### src/rtl/pldc_map.svh
// Offsets, field positions, reset values and timing for the LED control
`ifndef PLDC_MAP_SVH
`define PLDC_MAP_SVH

// ==========================================================
// Register map
`define PLDC_ADDR_W 5
`define PLDC_DATA_W 16
`define PLDC_CFG_OFFSET 5'h14
`define PLDC_CFG_RESET 16'h0422

// ==========================================================
// Field positions
`define PLDC_SEL_W 4
`define PLDC_SEL1_LSB 12
`define PLDC_SEL2_LSB 8
`define PLDC_SEL3_LSB 4
`define PLDC_PER_LSB 2
`define PLDC_PER_W 2
`define PLDC_STR_EN_BIT 1

// ==========================================================
// Timing
`define PLDC_CLK_HZ 10000000
`define PLDC_STRETCH_A_MS 30
`define PLDC_STRETCH_B_MS 60
`define PLDC_STRETCH_C_MS 100
`define PLDC_FAST_HALF_MS 50
`define PLDC_SLOW_HALF_MS 200
`define PLDC_CYC_PER_MS (`PLDC_CLK_HZ / 1000)

`endif

### src/rtl/pldc_pkg.sv
// Types shared by the LED control design
package pldc_pkg;

    // ==========================================================
    // Status inputs from the transceiver core
    typedef struct packed {
        logic speed;
        logic link;
        logic duplex;
        logic tx;
        logic rx;
        logic col;
    } pldc_status_s;

    // ==========================================================
    // Decoded display modes
    typedef enum logic [3:0] {
        PLDC_M_SPEED,
        PLDC_M_TX,
        PLDC_M_RX,
        PLDC_M_COL,
        PLDC_M_LINK,
        PLDC_M_DUPLEX,
        PLDC_M_ACT,
        PLDC_M_ON,
        PLDC_M_OFF,
        PLDC_M_FAST,
        PLDC_M_SLOW,
        PLDC_M_LINK_RX,
        PLDC_M_LINK_ACT,
        PLDC_M_DUP_COL,
        PLDC_M_NONE
    } pldc_mode_e;

endpackage

### src/rtl/pldc_blink.sv
// Free running square wave divider for test blink patterns
`timescale 1ns/1ps
module pldc_blink #(
    parameter int unsigned HALF_CYC = 500000,
    parameter int unsigned CNT_W = 24
) (
    input wire logic sys_clk,
    input wire logic reset,
    output logic phase
);
    logic [CNT_W-1:0] cnt;
    logic [CNT_W-1:0] next_cnt;
    wire wrap = (cnt == CNT_W'(HALF_CYC - 1));

    if (HALF_CYC < 1 || HALF_CYC > (64'd1 << CNT_W)) begin : g_chk
        $error("pldc_blink: HALF_CYC does not fit CNT_W");
    end

    assign next_cnt = wrap ? '0 : cnt + CNT_W'(1);

    always_ff @(posedge sys_clk or posedge reset) begin
        if (reset) begin
            cnt <= '0;
            phase <= 1'b0;
        end else begin
            cnt <= next_cnt;
            if (wrap) begin
                phase <= ~phase;
            end
        end
    end
endmodule

### src/rtl/pldc_stretch.sv
// Retriggerable event stretcher for one LED
`timescale 1ns/1ps
module pldc_stretch #(
    parameter int unsigned CNT_W = 24
) (
    input wire logic sys_clk,
    input wire logic reset,
    input wire logic event_in,
    input wire logic [CNT_W-1:0] period,
    output logic held
);
    logic [CNT_W-1:0] cnt;
    logic [CNT_W-1:0] next_cnt;

    // Reload while the event is high, so timing runs from the last one
    assign next_cnt = event_in ? period :
                      (cnt != '0) ? cnt - CNT_W'(1) : cnt;
    assign held = event_in | (cnt != '0);

    always_ff @(posedge sys_clk or posedge reset) begin
        if (reset) begin
            cnt <= '0;
        end else begin
            cnt <= next_cnt;
        end
    end
endmodule

### src/rtl/pldc_top.sv
// LED indicator control: config register, decode, stretch and blink
//
// Local design decision: the plain strobed port.
`timescale 1ns/1ps
`include "pldc_map.svh"
module pldc_top #(
    parameter int unsigned CNT_W = 24,
    parameter int unsigned STRETCH_A_CYC =
        `PLDC_STRETCH_A_MS * `PLDC_CYC_PER_MS,
    parameter int unsigned STRETCH_B_CYC =
        `PLDC_STRETCH_B_MS * `PLDC_CYC_PER_MS,
    parameter int unsigned STRETCH_C_CYC =
        `PLDC_STRETCH_C_MS * `PLDC_CYC_PER_MS,
    parameter int unsigned FAST_HALF_CYC =
        `PLDC_FAST_HALF_MS * `PLDC_CYC_PER_MS,
    parameter int unsigned SLOW_HALF_CYC =
        `PLDC_SLOW_HALF_MS * `PLDC_CYC_PER_MS
) (
    input wire logic sys_clk,
    input wire logic reset,
    input wire logic [`PLDC_ADDR_W-1:0] reg_addr,
    input wire logic [`PLDC_DATA_W-1:0] reg_wdata,
    input wire logic reg_wr,
    input wire logic reg_rd,
    output logic [`PLDC_DATA_W-1:0] reg_rdata,
    input wire pldc_pkg::pldc_status_s status,
    output logic ind_one_on,
    output logic ind_two_on,
    output logic ind_three_on
);

    // ==========================================================
    // Parameter checks
    // Counts are cast from int, so a wider counter buys nothing
    if (CNT_W < 2 || CNT_W > 32) begin : g_chk_width
        $error("pldc_top: CNT_W out of range");
    end

    // Hold counters must reach the longest period of each code
    if (STRETCH_A_CYC < 1 ||
        STRETCH_A_CYC >= (64'd1 << CNT_W)) begin : g_chk_a
        $error("pldc_top: STRETCH_A_CYC does not fit CNT_W");
    end

    if (STRETCH_B_CYC < 1 ||
        STRETCH_B_CYC >= (64'd1 << CNT_W)) begin : g_chk_b
        $error("pldc_top: STRETCH_B_CYC does not fit CNT_W");
    end

    if (STRETCH_C_CYC < 1 ||
        STRETCH_C_CYC >= (64'd1 << CNT_W)) begin : g_chk_c
        $error("pldc_top: STRETCH_C_CYC does not fit CNT_W");
    end

    if (FAST_HALF_CYC < 1 ||
        FAST_HALF_CYC > (64'd1 << CNT_W)) begin : g_chk_fast
        $error("pldc_top: FAST_HALF_CYC does not fit CNT_W");
    end

    if (SLOW_HALF_CYC < 1 ||
        SLOW_HALF_CYC > (64'd1 << CNT_W)) begin : g_chk_slow
        $error("pldc_top: SLOW_HALF_CYC does not fit CNT_W");
    end

    // Equal rates would make the two test patterns look alike
    if (FAST_HALF_CYC >= SLOW_HALF_CYC) begin : g_chk_rates
        $error("pldc_top: fast blink must be faster than slow");
    end

    // ==========================================================
    // Configuration register
    logic [`PLDC_DATA_W-1:0] cfg;
    logic [`PLDC_DATA_W-1:0] next_rdata;
    wire cfg_hit = (reg_addr == `PLDC_CFG_OFFSET);
    wire cfg_wr = reg_wr && cfg_hit;
    wire cfg_rd = reg_rd && cfg_hit;
    // Bit 0 reserved: not stored, reads as zero
    wire [`PLDC_DATA_W-1:0] cfg_wval =
        {reg_wdata[`PLDC_DATA_W-1:1], 1'b0};

    // Unmapped reads return zero
    assign next_rdata =
        cfg_rd ? cfg : '0;

    always_ff @(posedge sys_clk or posedge reset) begin
        if (reset) begin
            cfg <= `PLDC_CFG_RESET;
        end else if (cfg_wr) begin
            cfg <= cfg_wval;
        end
    end

    // ==========================================================
    // Read data register
    always_ff @(posedge sys_clk or posedge reset) begin
        if (reset) begin
            reg_rdata <= '0;
        end else begin
            reg_rdata <= next_rdata;
        end
    end

    // ==========================================================
    // Global stretch controls
    wire stretch_en = cfg[`PLDC_STR_EN_BIT];
    wire [`PLDC_PER_W-1:0] stretch_period_sel =
        cfg[`PLDC_PER_LSB +: `PLDC_PER_W];
    logic [CNT_W-1:0] period_cyc;

    // ==========================================================
    // Stretch period select
    // Hold count is one less: the event cycle itself counts too.
    wire [CNT_W-1:0] hold_a = CNT_W'(STRETCH_A_CYC - 1);
    wire [CNT_W-1:0] hold_b = CNT_W'(STRETCH_B_CYC - 1);
    wire [CNT_W-1:0] hold_c = CNT_W'(STRETCH_C_CYC - 1);
    wire per_a = (stretch_period_sel == 2'h0);
    wire per_b = (stretch_period_sel == 2'h1);

    // Reserved code 11 falls back to the longest period.
    assign period_cyc =
        per_a ? hold_a :
        per_b ? hold_b :
        hold_c;

    // ==========================================================
    // Test blink sources
    logic fast_phase;
    logic slow_phase;

    pldc_blink #(
        .HALF_CYC(FAST_HALF_CYC),
        .CNT_W(CNT_W)
    ) u_fast (
        .sys_clk(sys_clk),
        .reset(reset),
        .phase(fast_phase)
    );

    pldc_blink #(
        .HALF_CYC(SLOW_HALF_CYC),
        .CNT_W(CNT_W)
    ) u_slow (
        .sys_clk(sys_clk),
        .reset(reset),
        .phase(slow_phase)
    );

    // ==========================================================
    // Selector decode, shared by all three LEDs
    function automatic logic [`PLDC_SEL_W-1:0] sel_of(
        input logic [`PLDC_DATA_W-1:0] c,
        input int idx
    );
        logic [`PLDC_SEL_W-1:0] s;
        if (idx == 0) begin
            s = c[`PLDC_SEL1_LSB +: `PLDC_SEL_W];
        end else if (idx == 1) begin
            s = c[`PLDC_SEL2_LSB +: `PLDC_SEL_W];
        end else begin
            s = c[`PLDC_SEL3_LSB +: `PLDC_SEL_W];
        end
        return s;
    endfunction

    // LED two takes 1101 for link plus activity, the others 1110;
    // the sibling code carries the duplex plus collision display.
    function automatic pldc_pkg::pldc_mode_e mode_of(
        input logic [`PLDC_SEL_W-1:0] s,
        input int idx
    );
        pldc_pkg::pldc_mode_e m;
        case (s)
            4'h0: m = pldc_pkg::PLDC_M_SPEED;
            4'h1: m = pldc_pkg::PLDC_M_TX;
            4'h2: m = pldc_pkg::PLDC_M_RX;
            4'h3: m = pldc_pkg::PLDC_M_COL;
            4'h4: m = pldc_pkg::PLDC_M_LINK;
            4'h5: m = pldc_pkg::PLDC_M_DUPLEX;
            4'h7: m = pldc_pkg::PLDC_M_ACT;
            4'h8: m = pldc_pkg::PLDC_M_ON;
            4'h9: m = pldc_pkg::PLDC_M_OFF;
            4'ha: m = pldc_pkg::PLDC_M_FAST;
            4'hb: m = pldc_pkg::PLDC_M_SLOW;
            4'hc: m = pldc_pkg::PLDC_M_LINK_RX;
            4'hd: m = (idx == 1) ? pldc_pkg::PLDC_M_LINK_ACT :
                      pldc_pkg::PLDC_M_DUP_COL;
            4'he: m = (idx == 1) ? pldc_pkg::PLDC_M_DUP_COL :
                      pldc_pkg::PLDC_M_LINK_ACT;
            default: m = pldc_pkg::PLDC_M_NONE;
        endcase
        return m;
    endfunction

    // Raw event that feeds the stretcher for a mode
    function automatic logic event_of(
        input pldc_pkg::pldc_mode_e m,
        input pldc_pkg::pldc_status_s st
    );
        logic e;
        case (m)
            pldc_pkg::PLDC_M_TX: e = st.tx;
            pldc_pkg::PLDC_M_RX: e = st.rx;
            pldc_pkg::PLDC_M_COL: e = st.col;
            pldc_pkg::PLDC_M_ACT: e = st.rx | st.tx;
            pldc_pkg::PLDC_M_LINK_RX:
                e = st.rx;
            pldc_pkg::PLDC_M_LINK_ACT:
                e = st.rx | st.tx;
            pldc_pkg::PLDC_M_DUP_COL:
                e = st.col;
            default: e = 1'b0;
        endcase
        return e;
    endfunction

    function automatic logic is_combined(input pldc_pkg::pldc_mode_e m);
        return (m == pldc_pkg::PLDC_M_LINK_RX) ||
               (m == pldc_pkg::PLDC_M_LINK_ACT) ||
               (m == pldc_pkg::PLDC_M_DUP_COL);
    endfunction

    // Final LED level for a mode
    function automatic logic level_of(
        input pldc_pkg::pldc_mode_e m,
        input pldc_pkg::pldc_status_s st,
        input logic ev,
        input logic fast,
        input logic slow
    );
        logic v;
        case (m)
            pldc_pkg::PLDC_M_SPEED: v = st.speed;
            pldc_pkg::PLDC_M_LINK: v = st.link;
            pldc_pkg::PLDC_M_DUPLEX: v = st.duplex;
            pldc_pkg::PLDC_M_TX: v = ev;
            pldc_pkg::PLDC_M_RX: v = ev;
            pldc_pkg::PLDC_M_COL: v = ev;
            pldc_pkg::PLDC_M_ACT: v = ev;
            pldc_pkg::PLDC_M_ON: v = 1'b1;
            pldc_pkg::PLDC_M_OFF: v = 1'b0;
            pldc_pkg::PLDC_M_FAST: v = fast;
            pldc_pkg::PLDC_M_SLOW: v = slow;
            // Primary sets the level, the event toggles it at the fast rate
            pldc_pkg::PLDC_M_LINK_RX:
                v = st.link ^ (ev & fast);
            pldc_pkg::PLDC_M_LINK_ACT:
                v = st.link ^ (ev & fast);
            pldc_pkg::PLDC_M_DUP_COL:
                v = st.duplex ^ (ev & fast);
            default: v = 1'b0;
        endcase
        return v;
    endfunction

    // ==========================================================
    // Per-LED datapath
    logic [2:0] next_led;

    // Selector changes keep the stretcher running
    for (genvar i = 0; i < 3; i++) begin : g_led
        wire [`PLDC_SEL_W-1:0] sel = sel_of(cfg, i);
        wire pldc_pkg::pldc_mode_e mode = mode_of(sel, i);
        wire raw_ev = event_of(mode, status);
        wire held;
        wire combined = is_combined(mode);
        // Combined displays ignore the global enable
        wire use_stretch = stretch_en | combined;
        wire shown_ev = use_stretch ? held : raw_ev;

        pldc_stretch #(
            .CNT_W(CNT_W)
        ) u_stretch (
            .sys_clk(sys_clk),
            .reset(reset),
            .event_in(raw_ev),
            .period(period_cyc),
            .held(held)
        );

        assign next_led[i] =
            level_of(mode, status, shown_ev, fast_phase, slow_phase);
    end

    // ==========================================================
    // Output registers
    // Each output straight from its own flop
    always_ff @(posedge sys_clk or posedge reset) begin
        if (reset) begin
            ind_one_on <= 1'b0;
        end else begin
            ind_one_on <= next_led[0];
        end
    end

    always_ff @(posedge sys_clk or posedge reset) begin
        if (reset) begin
            ind_two_on <= 1'b0;
        end else begin
            ind_two_on <= next_led[1];
        end
    end

    always_ff @(posedge sys_clk or posedge reset) begin
        if (reset) begin
            ind_three_on <= 1'b0;
        end else begin
            ind_three_on <= next_led[2];
        end
    end

endmodule

### config.mk
export PLATFORM = sky130hd
export DESIGN_NAME = pldc_top
export DESIGN_NICKNAME = d
export VERILOG_FILES = /design/src/rtl/pldc_pkg.sv /design/src/rtl/pldc_blink.sv /design/src/rtl/pldc_stretch.sv /design/src/rtl/pldc_top.sv
export VERILOG_INCLUDE_DIRS = /design/src /design/src/rtl
export SDC_FILE = /design/constraint.sdc
export NUM_CORES = 1
export LEC_CHECK = 0
export ABC_AREA = 1
export BUFFER_PORTS_ARGS = -buffer_cell sky130_fd_sc_hd__clkbuf_2
export CORE_UTILIZATION = 45
export DETAILED_ROUTE_END_ITERATION = 12
export GPL_TIMING_DRIVEN = 0
export HOLD_SLACK_MARGIN = 0.15
export MAX_ROUTING_LAYER = met4
export SYNTH_ARGS = -nofsm -noshare
export SYNTH_HDL_FRONTEND = slang
export SYNTH_SLANG_ARGS = --single-unit
### constraint.sdc
create_clock -name sys_clk -period 7.1 [get_ports sys_clk]
set_input_delay 1.42 -clock sys_clk [delete_from_list [all_inputs] [get_ports sys_clk]]
set_output_delay 1.42 -clock sys_clk [all_outputs]
set_load 0.005 [all_outputs]
==> impl_metrics.prom, run 1 <==
# TYPE chip_impl_metric gauge
chip_impl_metric{name="place.gp.congestion",unit=""} 0.874
chip_impl_metric{name="synth.avg_cell_area",unit="µm²"} 7.62
chip_impl_metric{name="worstSkewPairLatency",unit="ns"} 0.43
chip_impl_metric{name="worst_setup_hold_path_clk_slew",unit="ns"} 0.06
chip_impl_info{name="dominantRegCellSynth",value="sky130_fd_sc_hd__dfrtp_1"} 1
chip_impl_metric{name="finalHoldWorstSlack",unit="ns"} 0.495
chip_impl_metric{name="grt_use_total",unit="%"} 21.8
chip_impl_metric{name="dieHeight",unit="µm"} 146
chip_impl_metric{name="post-cts-setup-buffers",unit=""} 0
chip_impl_metric{name="gr-total-overflow",unit=""} 0
chip_impl_metric{name="die_ar",unit="µm²"} 21200
chip_impl_metric{name="yosys.area_share.adder",unit="%"} 2.29
chip_impl_metric{name="crit_fanout",unit=""} 4
chip_impl_metric{name="antenna_found_initial",unit=""} 0
chip_impl_metric{name="placed_cells_incl_taps",unit=""} 1536
chip_impl_metric{name="max-vdd-ir-drop",unit="mV"} 0.161
chip_impl_metric{name="synth_warnings",unit=""} 0
chip_impl_info{name="setup_repair_after_global_routing_missed_its_margin",value="false"} 1
chip_impl_metric{name="grt_pass1_vias",unit=""} 7546
chip_impl_metric{name="core-area",unit="µm²"} 20200
chip_impl_metric{name="route.antenna.remaining_nets",unit=""} 0
chip_impl_metric{name="cts_repair_resize_count",unit=""} 0
chip_impl_info{name="crit_path_end_kind",value="flop"} 1
chip_impl_metric{name="ff_latch_area",unit="µm²"} 3880
chip_impl_metric{name="finalCritPeriodShare",unit="%"} 34.8
chip_impl_info{name="clk_root_buffer_cell",value="sky130_fd_sc_hd__clkbuf_16"} 1
chip_impl_metric{name="insertedDiodeCount",unit=""} 0
chip_impl_info{name="synthMostInstantiatedCell",value="sky130_fd_sc_hd__nand2_1"} 1
chip_impl_metric{name="drt_iter0_drc",unit=""} 448
chip_impl_metric{name="setup_total_negative_slack",unit="ns"} 0
chip_impl_metric{name="yosys_register_bits",unit=""} 155
chip_impl_metric{name="initial_core_util",unit="%"} 45.9
chip_impl_metric{name="syn-num-nets",unit=""} 1266
chip_impl_metric{name="power_per_cell_area",unit="nW/µm²"} 300
chip_impl_metric{name="tritoncts_num_sinks",unit=""} 155
chip_impl_metric{name="worst_pin_slew",unit="ns"} 0.636
chip_impl_metric{name="post_synth_instance_area",unit="µm²"} 9280
chip_impl_metric{name="remaining_drc_errors",unit=""} 0
chip_impl_metric{name="timing.final.hold_violations",unit=""} 0
chip_impl_metric{name="die_width",unit="µm"} 146
chip_impl_metric{name="worst-endpoint-required",unit="ns"} 7.41
chip_impl_metric{name="multiInputGateArea",unit="µm²"} 4500
chip_impl_metric{name="synth_top_area_share",unit="%"} 41.0
chip_impl_metric{name="cts_inserted_buffers",unit=""} 17
chip_impl_info{name="tritoncts",value="built"} 1
chip_impl_metric{name="number_of_instances_in_the_synthesized_netlist",unit=""} 1218
chip_impl_metric{name="final_cells",unit=""} 1568
chip_impl_metric{name="drtPass1Iterations",unit=""} 5
chip_impl_info{name="post-synth-top-area-cell",value="sky130_fd_sc_hd__dfrtp_1"} 1
chip_impl_metric{name="synth-seq-area-share",unit="%"} 41.8
chip_impl_metric{name="yosys.area_share.simple",unit="%"} 30.9
chip_impl_metric{name="yosys.area_share.xor_xnor",unit="%"} 5.00
chip_impl_metric{name="pin_count_of_the_biggest_net_entering_global_routing",unit=""} 100
chip_impl_metric{name="grt_first_pass_wirelength",unit="mm"} 36.3
chip_impl_metric{name="total_leakage_power",unit="µW"} 0.00532
chip_impl_metric{name="syn2layout_area_growth",unit="%"} 13.2
chip_impl_metric{name="ys_types",unit=""} 57
chip_impl_metric{name="slew_violations",unit=""} 0
chip_impl_metric{name="achievable-frequency",unit="GHz"} 0.405
chip_impl_metric{name="fraction_of_layout_instances_using_a_drive_strength_above_1",unit="%"} 14.5
chip_impl_metric{name="cts-hold-fix-buffers",unit=""} 0
chip_impl_metric{name="placementRows",unit=""} 52
chip_impl_metric{name="h-tree-depth",unit=""} 4
chip_impl_metric{name="final_nets",unit=""} 1333
chip_impl_info{name="post_synth_main_area_contributors",value="sky130_fd_sc_hd__dfrtp_1 41%, sky130_fd_sc_hd__nand2_1 10%, sky130_fd_sc_hd__inv_1 7.2%"} 1
chip_impl_metric{name="routed-via-count",unit=""} 7790
chip_impl_info{name="status",value="finished, final reports clean"} 1
chip_impl_metric{name="wire_per_inst",unit="µm"} 13.4
chip_impl_metric{name="asyncSetResetFlopFracSynth",unit="%"} 100
chip_impl_metric{name="max_cap_violations",unit=""} 0
chip_impl_metric{name="final.fill_count",unit=""} 1968
chip_impl_info{name="hold_path_class",value="reg -> reg"} 1
chip_impl_metric{name="synth-compound-area-share",unit="%"} 10.3
chip_impl_metric{name="clock-skew-final",unit="ns"} 0.00975
chip_impl_metric{name="final_setup_vio_count",unit=""} 0
chip_impl_metric{name="synth_edf_count",unit=""} 0
chip_impl_metric{name="relSlewSlack",unit="%"} 57.6
chip_impl_metric{name="final_period_minus_worst_setup_slack",unit="ns"} 2.47
chip_impl_metric{name="final_wl",unit="mm"} 21.0
chip_impl_metric{name="muxShareOfSynthArea",unit="%"} 0
chip_impl_info{name="worstSetupStartpointType",value="input port"} 1
chip_impl_metric{name="dpl.hpwl",unit="mm"} 15.6
chip_impl_metric{name="number_of_top_level_pins",unit=""} 50
chip_impl_metric{name="maximum_clock_path_buffer_count",unit=""} 2
chip_impl_metric{name="data_arrival_time_of_the_worst_path",unit="ns"} 2.77
chip_impl_info{name="timing.setup.critical_path_class",value="in -> reg"} 1
chip_impl_info{name="yosys-top-cells-count",value="252 x sky130_fd_sc_hd__nand2_1, 177 x sky130_fd_sc_hd__inv_1, 164 x sky130_fd_sc_hd__nor2_1, 152 x sky130_fd_sc_hd__dfrtp_1, 86 x sky130_fd_sc_hd__nand3_1"} 1
chip_impl_info{name="synth_top_family_by_area",value="simple AND/OR/NAND/NOR gates"} 1
chip_impl_metric{name="io_buffers",unit=""} 47
chip_impl_metric{name="vias_per_cell",unit=""} 4.97
-- where the power goes --
group	internal, µW	switching, µW
Clock	574	383
Sequential	1050	145
Combinational	372	623
Total	2000	1150
-- metal layers --
| metal | vias up | track usage, % | routed length, µm |
|---|---|---|---|
| met1 | 3623 | 28.7 | 10300 |
| li1 | 4055 | - | - |
| met3 | 15 | 3.45 | 584 |
| met2 | 97 | 34.9 | 9810 |
| met5 | - | - | 0 |
| met4 | 0 | 5.74 | 212 |
-- worst max-delay path: stages --
cell,delay [ns]
sky130_fd_sc_hd__clkbuf_2,0.16
sky130_fd_sc_hd__or2_2,0.34
sky130_fd_sc_hd__nand2_1,0.08
sky130_fd_sc_hd__nand2_1,0.07
sky130_fd_sc_hd__inv_2,0.08
sky130_fd_sc_hd__nand2_4,0.07
sky130_fd_sc_hd__nor2_1,0.23
sky130_fd_sc_hd__inv_1,0.16
sky130_fd_sc_hd__nor2_1,0.11
sky130_fd_sc_hd__a21oi_1,0.05
-- worst paths after layout --
check,cells after the start,start,endpoint,slack (ns)
worst max-delay path,10,status[1],g_led[0].u_stretch.cnt[0]$_DFFE_PP0P_,4.63
worst min-delay path,1,u_slow.cnt[2]$_DFF_PP0_,u_slow.cnt[2]$_DFF_PP0_,0.49
worst max register to register,14,cfg[5]$_DFFE_PP1P_,g_led[2].u_stretch.cnt[15]$_DFFE_PP0P_,4.64
worst min register to register,1,u_slow.cnt[2]$_DFF_PP0_,u_slow.cnt[2]$_DFF_PP0_,0.49
max in group asynchronous,3,reset,cfg[10]$_DFFE_PP1P_,5.23
min in group asynchronous,2,reset,reg_rdata[15]$_DFF_PP0_,1.02
-- cell usage in the layout, fill, tap and decap left out, types with 18 or more instances in the layout --
| master | Yosys | layout |
|---|---|---|
| sky130_fd_sc_hd__xor2_1 | 39 | 39 |
| sky130_fd_sc_hd__clkbuf_2 | 0 | 47 |
| sky130_fd_sc_hd__a21oi_1 | 53 | 53 |
| sky130_fd_sc_hd__nand3_1 | 86 | 86 |
| sky130_fd_sc_hd__nor3_1 | 30 | 30 |
| sky130_fd_sc_hd__nand2_1 | 252 | 252 |
| sky130_fd_sc_hd__nor2_1 | 164 | 164 |
| sky130_fd_sc_hd__dfrtp_1 | 152 | 152 |
| sky130_fd_sc_hd__nor4_1 | 18 | 18 |
| sky130_fd_sc_hd__nor2_2 | 19 | 19 |
| sky130_fd_sc_hd__o21ai_0 | 31 | 31 |
| sky130_fd_sc_hd__inv_1 | 177 | 176 |
-- flip-flops by register name (all words and copies together) (netlist names) --
signal,cells
ind_one_on,1
u_slow.phase,1
u_fast.cnt,24
ind_two_on,1
u_slow.cnt,24
cfg,15
ind_three_on,1
u_fast.phase,1
reg_rdata,15
g_led.u_stretch.cnt,72
-- final cells by class --
class	count	area share, %
repair buffers	48	2.50
multi-input cells	849	42.8
plain buffers	19	1.44
inverters	195	7.23
flip-flops and latches	155	36.9
well taps	270	3.21
clock inverters	13	1.58
clock buffers	19	4.31
-- per-stage QoR --
step | cell area, µm² | setup slack (ns) | power, µW | util [%]
floorplan | 9280 | 1.51 | 1980 | -
global placement | 9860 | -0.483 | 2190 | 48.7
detailed placement | 9890 | 4.19 | 2210 | 48.9
CTS | 10500 | 4.63 | 3180 | 51.9
global route | 10500 | 4.40 | 3380 | 51.9
finish | 10500 | 4.63 | 3150 | 51.9
-- logic make-up after synthesis --
kind of cell	count (synthesis)
other cells	1
fa+ha+maj	17
simple gates	629
buf+inv	214
flops	155
xor+xnor	53
compound gates	149
No activity file was read; power rests on OpenSTA's default activity.
==> run 2: changes to the inputs <==
Clock period 7.1 ns to 2.6 ns, I/O delays scaled along.
==> run 2 against run 1 <==
Cell area about the same. Worst hold slack got worse by 0.18 ns. Combinational power increased to 2.7 times the previous value. Highest routed layer unchanged.
==> impl_metrics.prom, run 2 (synthesis gave the netlist of run 1 again) <==
# TYPE chip_impl_metric gauge
chip_impl_metric{name="drt_iter0_drc",unit=""} 448
chip_impl_metric{name="total_leakage_power",unit="µW"} 0.00532
chip_impl_metric{name="slew_violations",unit=""} 0
chip_impl_metric{name="core-area",unit="µm²"} 20200
chip_impl_metric{name="final_period_minus_worst_setup_slack",unit="ns"} 2.39
chip_impl_metric{name="power_per_cell_area",unit="nW/µm²"} 799
chip_impl_metric{name="hold-path-cell-count",unit=""} 3
chip_impl_metric{name="cts-hold-fix-buffers",unit=""} 1
chip_impl_info{name="crit_path_end_kind",value="flop"} 1
chip_impl_metric{name="place.gp.congestion",unit=""} 0.836
chip_impl_metric{name="dpl.hpwl",unit="mm"} 15.5
chip_impl_metric{name="remaining_drc_errors",unit=""} 0
chip_impl_metric{name="data_arrival_time_of_the_worst_path",unit="ns"} 2.75
chip_impl_metric{name="wire_per_inst",unit="µm"} 13.2
chip_impl_metric{name="finalCritPeriodShare",unit="%"} 92.1
chip_impl_metric{name="final.fill_count",unit=""} 1964
chip_impl_metric{name="place_ws",unit="ns"} 0.223
chip_impl_metric{name="h-tree-depth",unit=""} 4
chip_impl_metric{name="antenna_found_initial",unit=""} 0
chip_impl_metric{name="worstSkewPairLatency",unit="ns"} 0.43
chip_impl_metric{name="grt_first_pass_wirelength",unit="mm"} 36.1
chip_impl_metric{name="grt_use_total",unit="%"} 21.6
chip_impl_metric{name="vias_per_cell",unit=""} 4.98
chip_impl_info{name="setup_repair_after_global_routing_missed_its_margin",value="false"} 1
chip_impl_metric{name="cts_repair_resize_count",unit=""} 0
chip_impl_metric{name="relSlewSlack",unit="%"} 47.1
chip_impl_metric{name="placementRows",unit=""} 52
chip_impl_info{name="timing.setup.critical_path_class",value="reg -> reg"} 1
chip_impl_metric{name="post-cts-setup-buffers",unit=""} 0
chip_impl_metric{name="syn2layout_area_growth",unit="%"} 13.3
chip_impl_metric{name="drtPass1Iterations",unit=""} 7
chip_impl_metric{name="pin_count_of_the_biggest_net_entering_global_routing",unit=""} 41
chip_impl_metric{name="final_nets",unit=""} 1337
chip_impl_info{name="hold_path_class",value="in -> reg"} 1
chip_impl_metric{name="worst_pin_slew",unit="ns"} 0.793
chip_impl_metric{name="io_buffers",unit=""} 47
chip_impl_metric{name="largest_reg_flops",unit=""} 72
chip_impl_metric{name="worst-endpoint-required",unit="ns"} 2.96
chip_impl_info{name="status",value="finished, final reports clean"} 1
chip_impl_metric{name="ff2ff_path_depth",unit=""} 15
chip_impl_metric{name="clock-skew-final",unit="ns"} 0.0102
chip_impl_metric{name="max_cap_violations",unit=""} 0
chip_impl_info{name="clk_root_buffer_cell",value="sky130_fd_sc_hd__clkbuf_16"} 1
chip_impl_metric{name="die_ar",unit="µm²"} 21200
chip_impl_metric{name="postLayoutSetupSlackWorst",unit="ns"} 0.206
chip_impl_metric{name="die_width",unit="µm"} 146
chip_impl_metric{name="insertedDiodeCount",unit=""} 0
chip_impl_metric{name="final_setup_vio_count",unit=""} 0
chip_impl_info{name="mostFrequentLayoutCell",value="sky130_fd_sc_hd__nand2_1"} 1
chip_impl_metric{name="initial_core_util",unit="%"} 45.9
chip_impl_metric{name="achievable-frequency",unit="GHz"} 0.418
chip_impl_info{name="top_library_cells_by_usage_in_the_layout_fill_and_taps_aside",value="252 x sky130_fd_sc_hd__nand2_1, 176 x sky130_fd_sc_hd__inv_1, 164 x sky130_fd_sc_hd__nor2_1"} 1
chip_impl_metric{name="number_of_top_level_pins",unit=""} 50
chip_impl_metric{name="setup_total_negative_slack",unit="ns"} 0
chip_impl_metric{name="routed-via-count",unit=""} 7821
chip_impl_info{name="worstSetupStartpointType",value="flop"} 1
chip_impl_metric{name="maximum_clock_path_buffer_count",unit=""} 2
chip_impl_metric{name="tritoncts_num_sinks",unit=""} 155
chip_impl_metric{name="total_power",unit="µW"} 8410
chip_impl_info{name="tritoncts",value="built"} 1
chip_impl_metric{name="gr-total-overflow",unit=""} 0
chip_impl_info{name="regMostFlops",value="g_led.u_stretch.cnt"} 1
chip_impl_metric{name="dieHeight",unit="µm"} 146
chip_impl_metric{name="final_wl",unit="mm"} 20.7
chip_impl_metric{name="utilization",unit="%"} 52.0
chip_impl_metric{name="grt_pass1_vias",unit=""} 7544
chip_impl_metric{name="cts_inserted_buffers",unit=""} 17
chip_impl_metric{name="timing.final.hold_violations",unit=""} 0
chip_impl_metric{name="worst_setup_hold_path_clk_slew",unit="ns"} 0.07
chip_impl_metric{name="max-vdd-ir-drop",unit="mV"} 0.439
chip_impl_metric{name="crit_fanout",unit=""} 8
chip_impl_metric{name="fraction_of_layout_instances_using_a_drive_strength_above_1",unit="%"} 14.5
chip_impl_info{name="largestRegisters",value="g_led.u_stretch.cnt: 72 flops, u_fast.cnt: 24 flops, u_slow.cnt: 24 flops"} 1
chip_impl_metric{name="route.antenna.remaining_nets",unit=""} 0
-- run 2: report_power, final --
| group | switching (µW) | internal, µW |
|---|---|---|
| clock | 1010 | 1430 |
| combinational | 1680 | 1020 |
| sequential | 385 | 2880 |
-- run 2: layout make-up --
type / instances / area [µm²] / area share [%]
Clock buffer: 20 / 447 / 4.25
Timing Repair Buffer: 52 / 325 / 3.09
Clock inverter: 12 / 124 / 1.18
Tap cell: 270 / 338 / 3.21
Inverter: 195 / 756 / 7.18
Buffer: 19 / 151 / 1.44
Multi-Input combinational cell: 849 / 4500 / 42.8
Sequential cell: 155 / 3880 / 36.9
-- run 2: worst paths after layout --
kind | startpoint | to | slack [ns]
setup reg to reg | cfg[5]$_DFFE_PP1P_ | g_led[2].u_stretch.cnt[18]$_DFFE_PP0P_ | 0.21
setup / recovery | cfg[5]$_DFFE_PP1P_ | g_led[2].u_stretch.cnt[18]$_DFFE_PP0P_ | 0.21
hold reg to reg | u_fast.cnt[2]$_DFF_PP0_ | u_fast.cnt[2]$_DFF_PP0_ | 0.49
hold / removal | reg_wdata[1] | cfg[1]$_DFFE_PP1P_ | 0.31
max in group asynchronous | reset | cfg[5]$_DFFE_PP1P_ | 1.14
min in group asynchronous | reset | g_led[1].u_stretch.cnt[6]$_DFFE_PP0P_ | 0.66
-- run 2: critical path, cell delays in order, from the launching register on --
cell	delay, ns
sky130_fd_sc_hd__dfstp_2	0.54
sky130_fd_sc_hd__inv_1	0.11
sky130_fd_sc_hd__ha_1	0.33
sky130_fd_sc_hd__o21ai_4	0.28
sky130_fd_sc_hd__inv_2	0.09
sky130_fd_sc_hd__nor2_2	0.14
sky130_fd_sc_hd__nand2_1	0.06
sky130_fd_sc_hd__nand2_1	0.05
sky130_fd_sc_hd__nand2_1	0.05
sky130_fd_sc_hd__nand2_1	0.08
sky130_fd_sc_hd__inv_2	0.05
sky130_fd_sc_hd__nand2_4	0.12
sky130_fd_sc_hd__nor2_2	0.06
sky130_fd_sc_hd__inv_1	0.13
sky130_fd_sc_hd__nand2_1	0.11
sky130_fd_sc_hd__a21oi_2	0.10
-- run 2: layer usage --
metal | track usage, % | part of all wire (%)
met1 | 28.9 | 49
met2 | 34.0 | 47
met3 | 3.45 | 2.8
met4 | 6.21 | 1.2
met5 | - | 0
-- run 2: metrics by stage --
stage	hold WS [ns]	instance area (µm²)	instances
2_1_floorplan	0.463	9290	1218
6_report	0.314	10500	1572
3_3_place_gp	0.479	9860	1535
5_1_grt	0.318	10500	1572
3_5_place_dp	0.477	9940	1539
4_1_cts	0.298	10500	1572
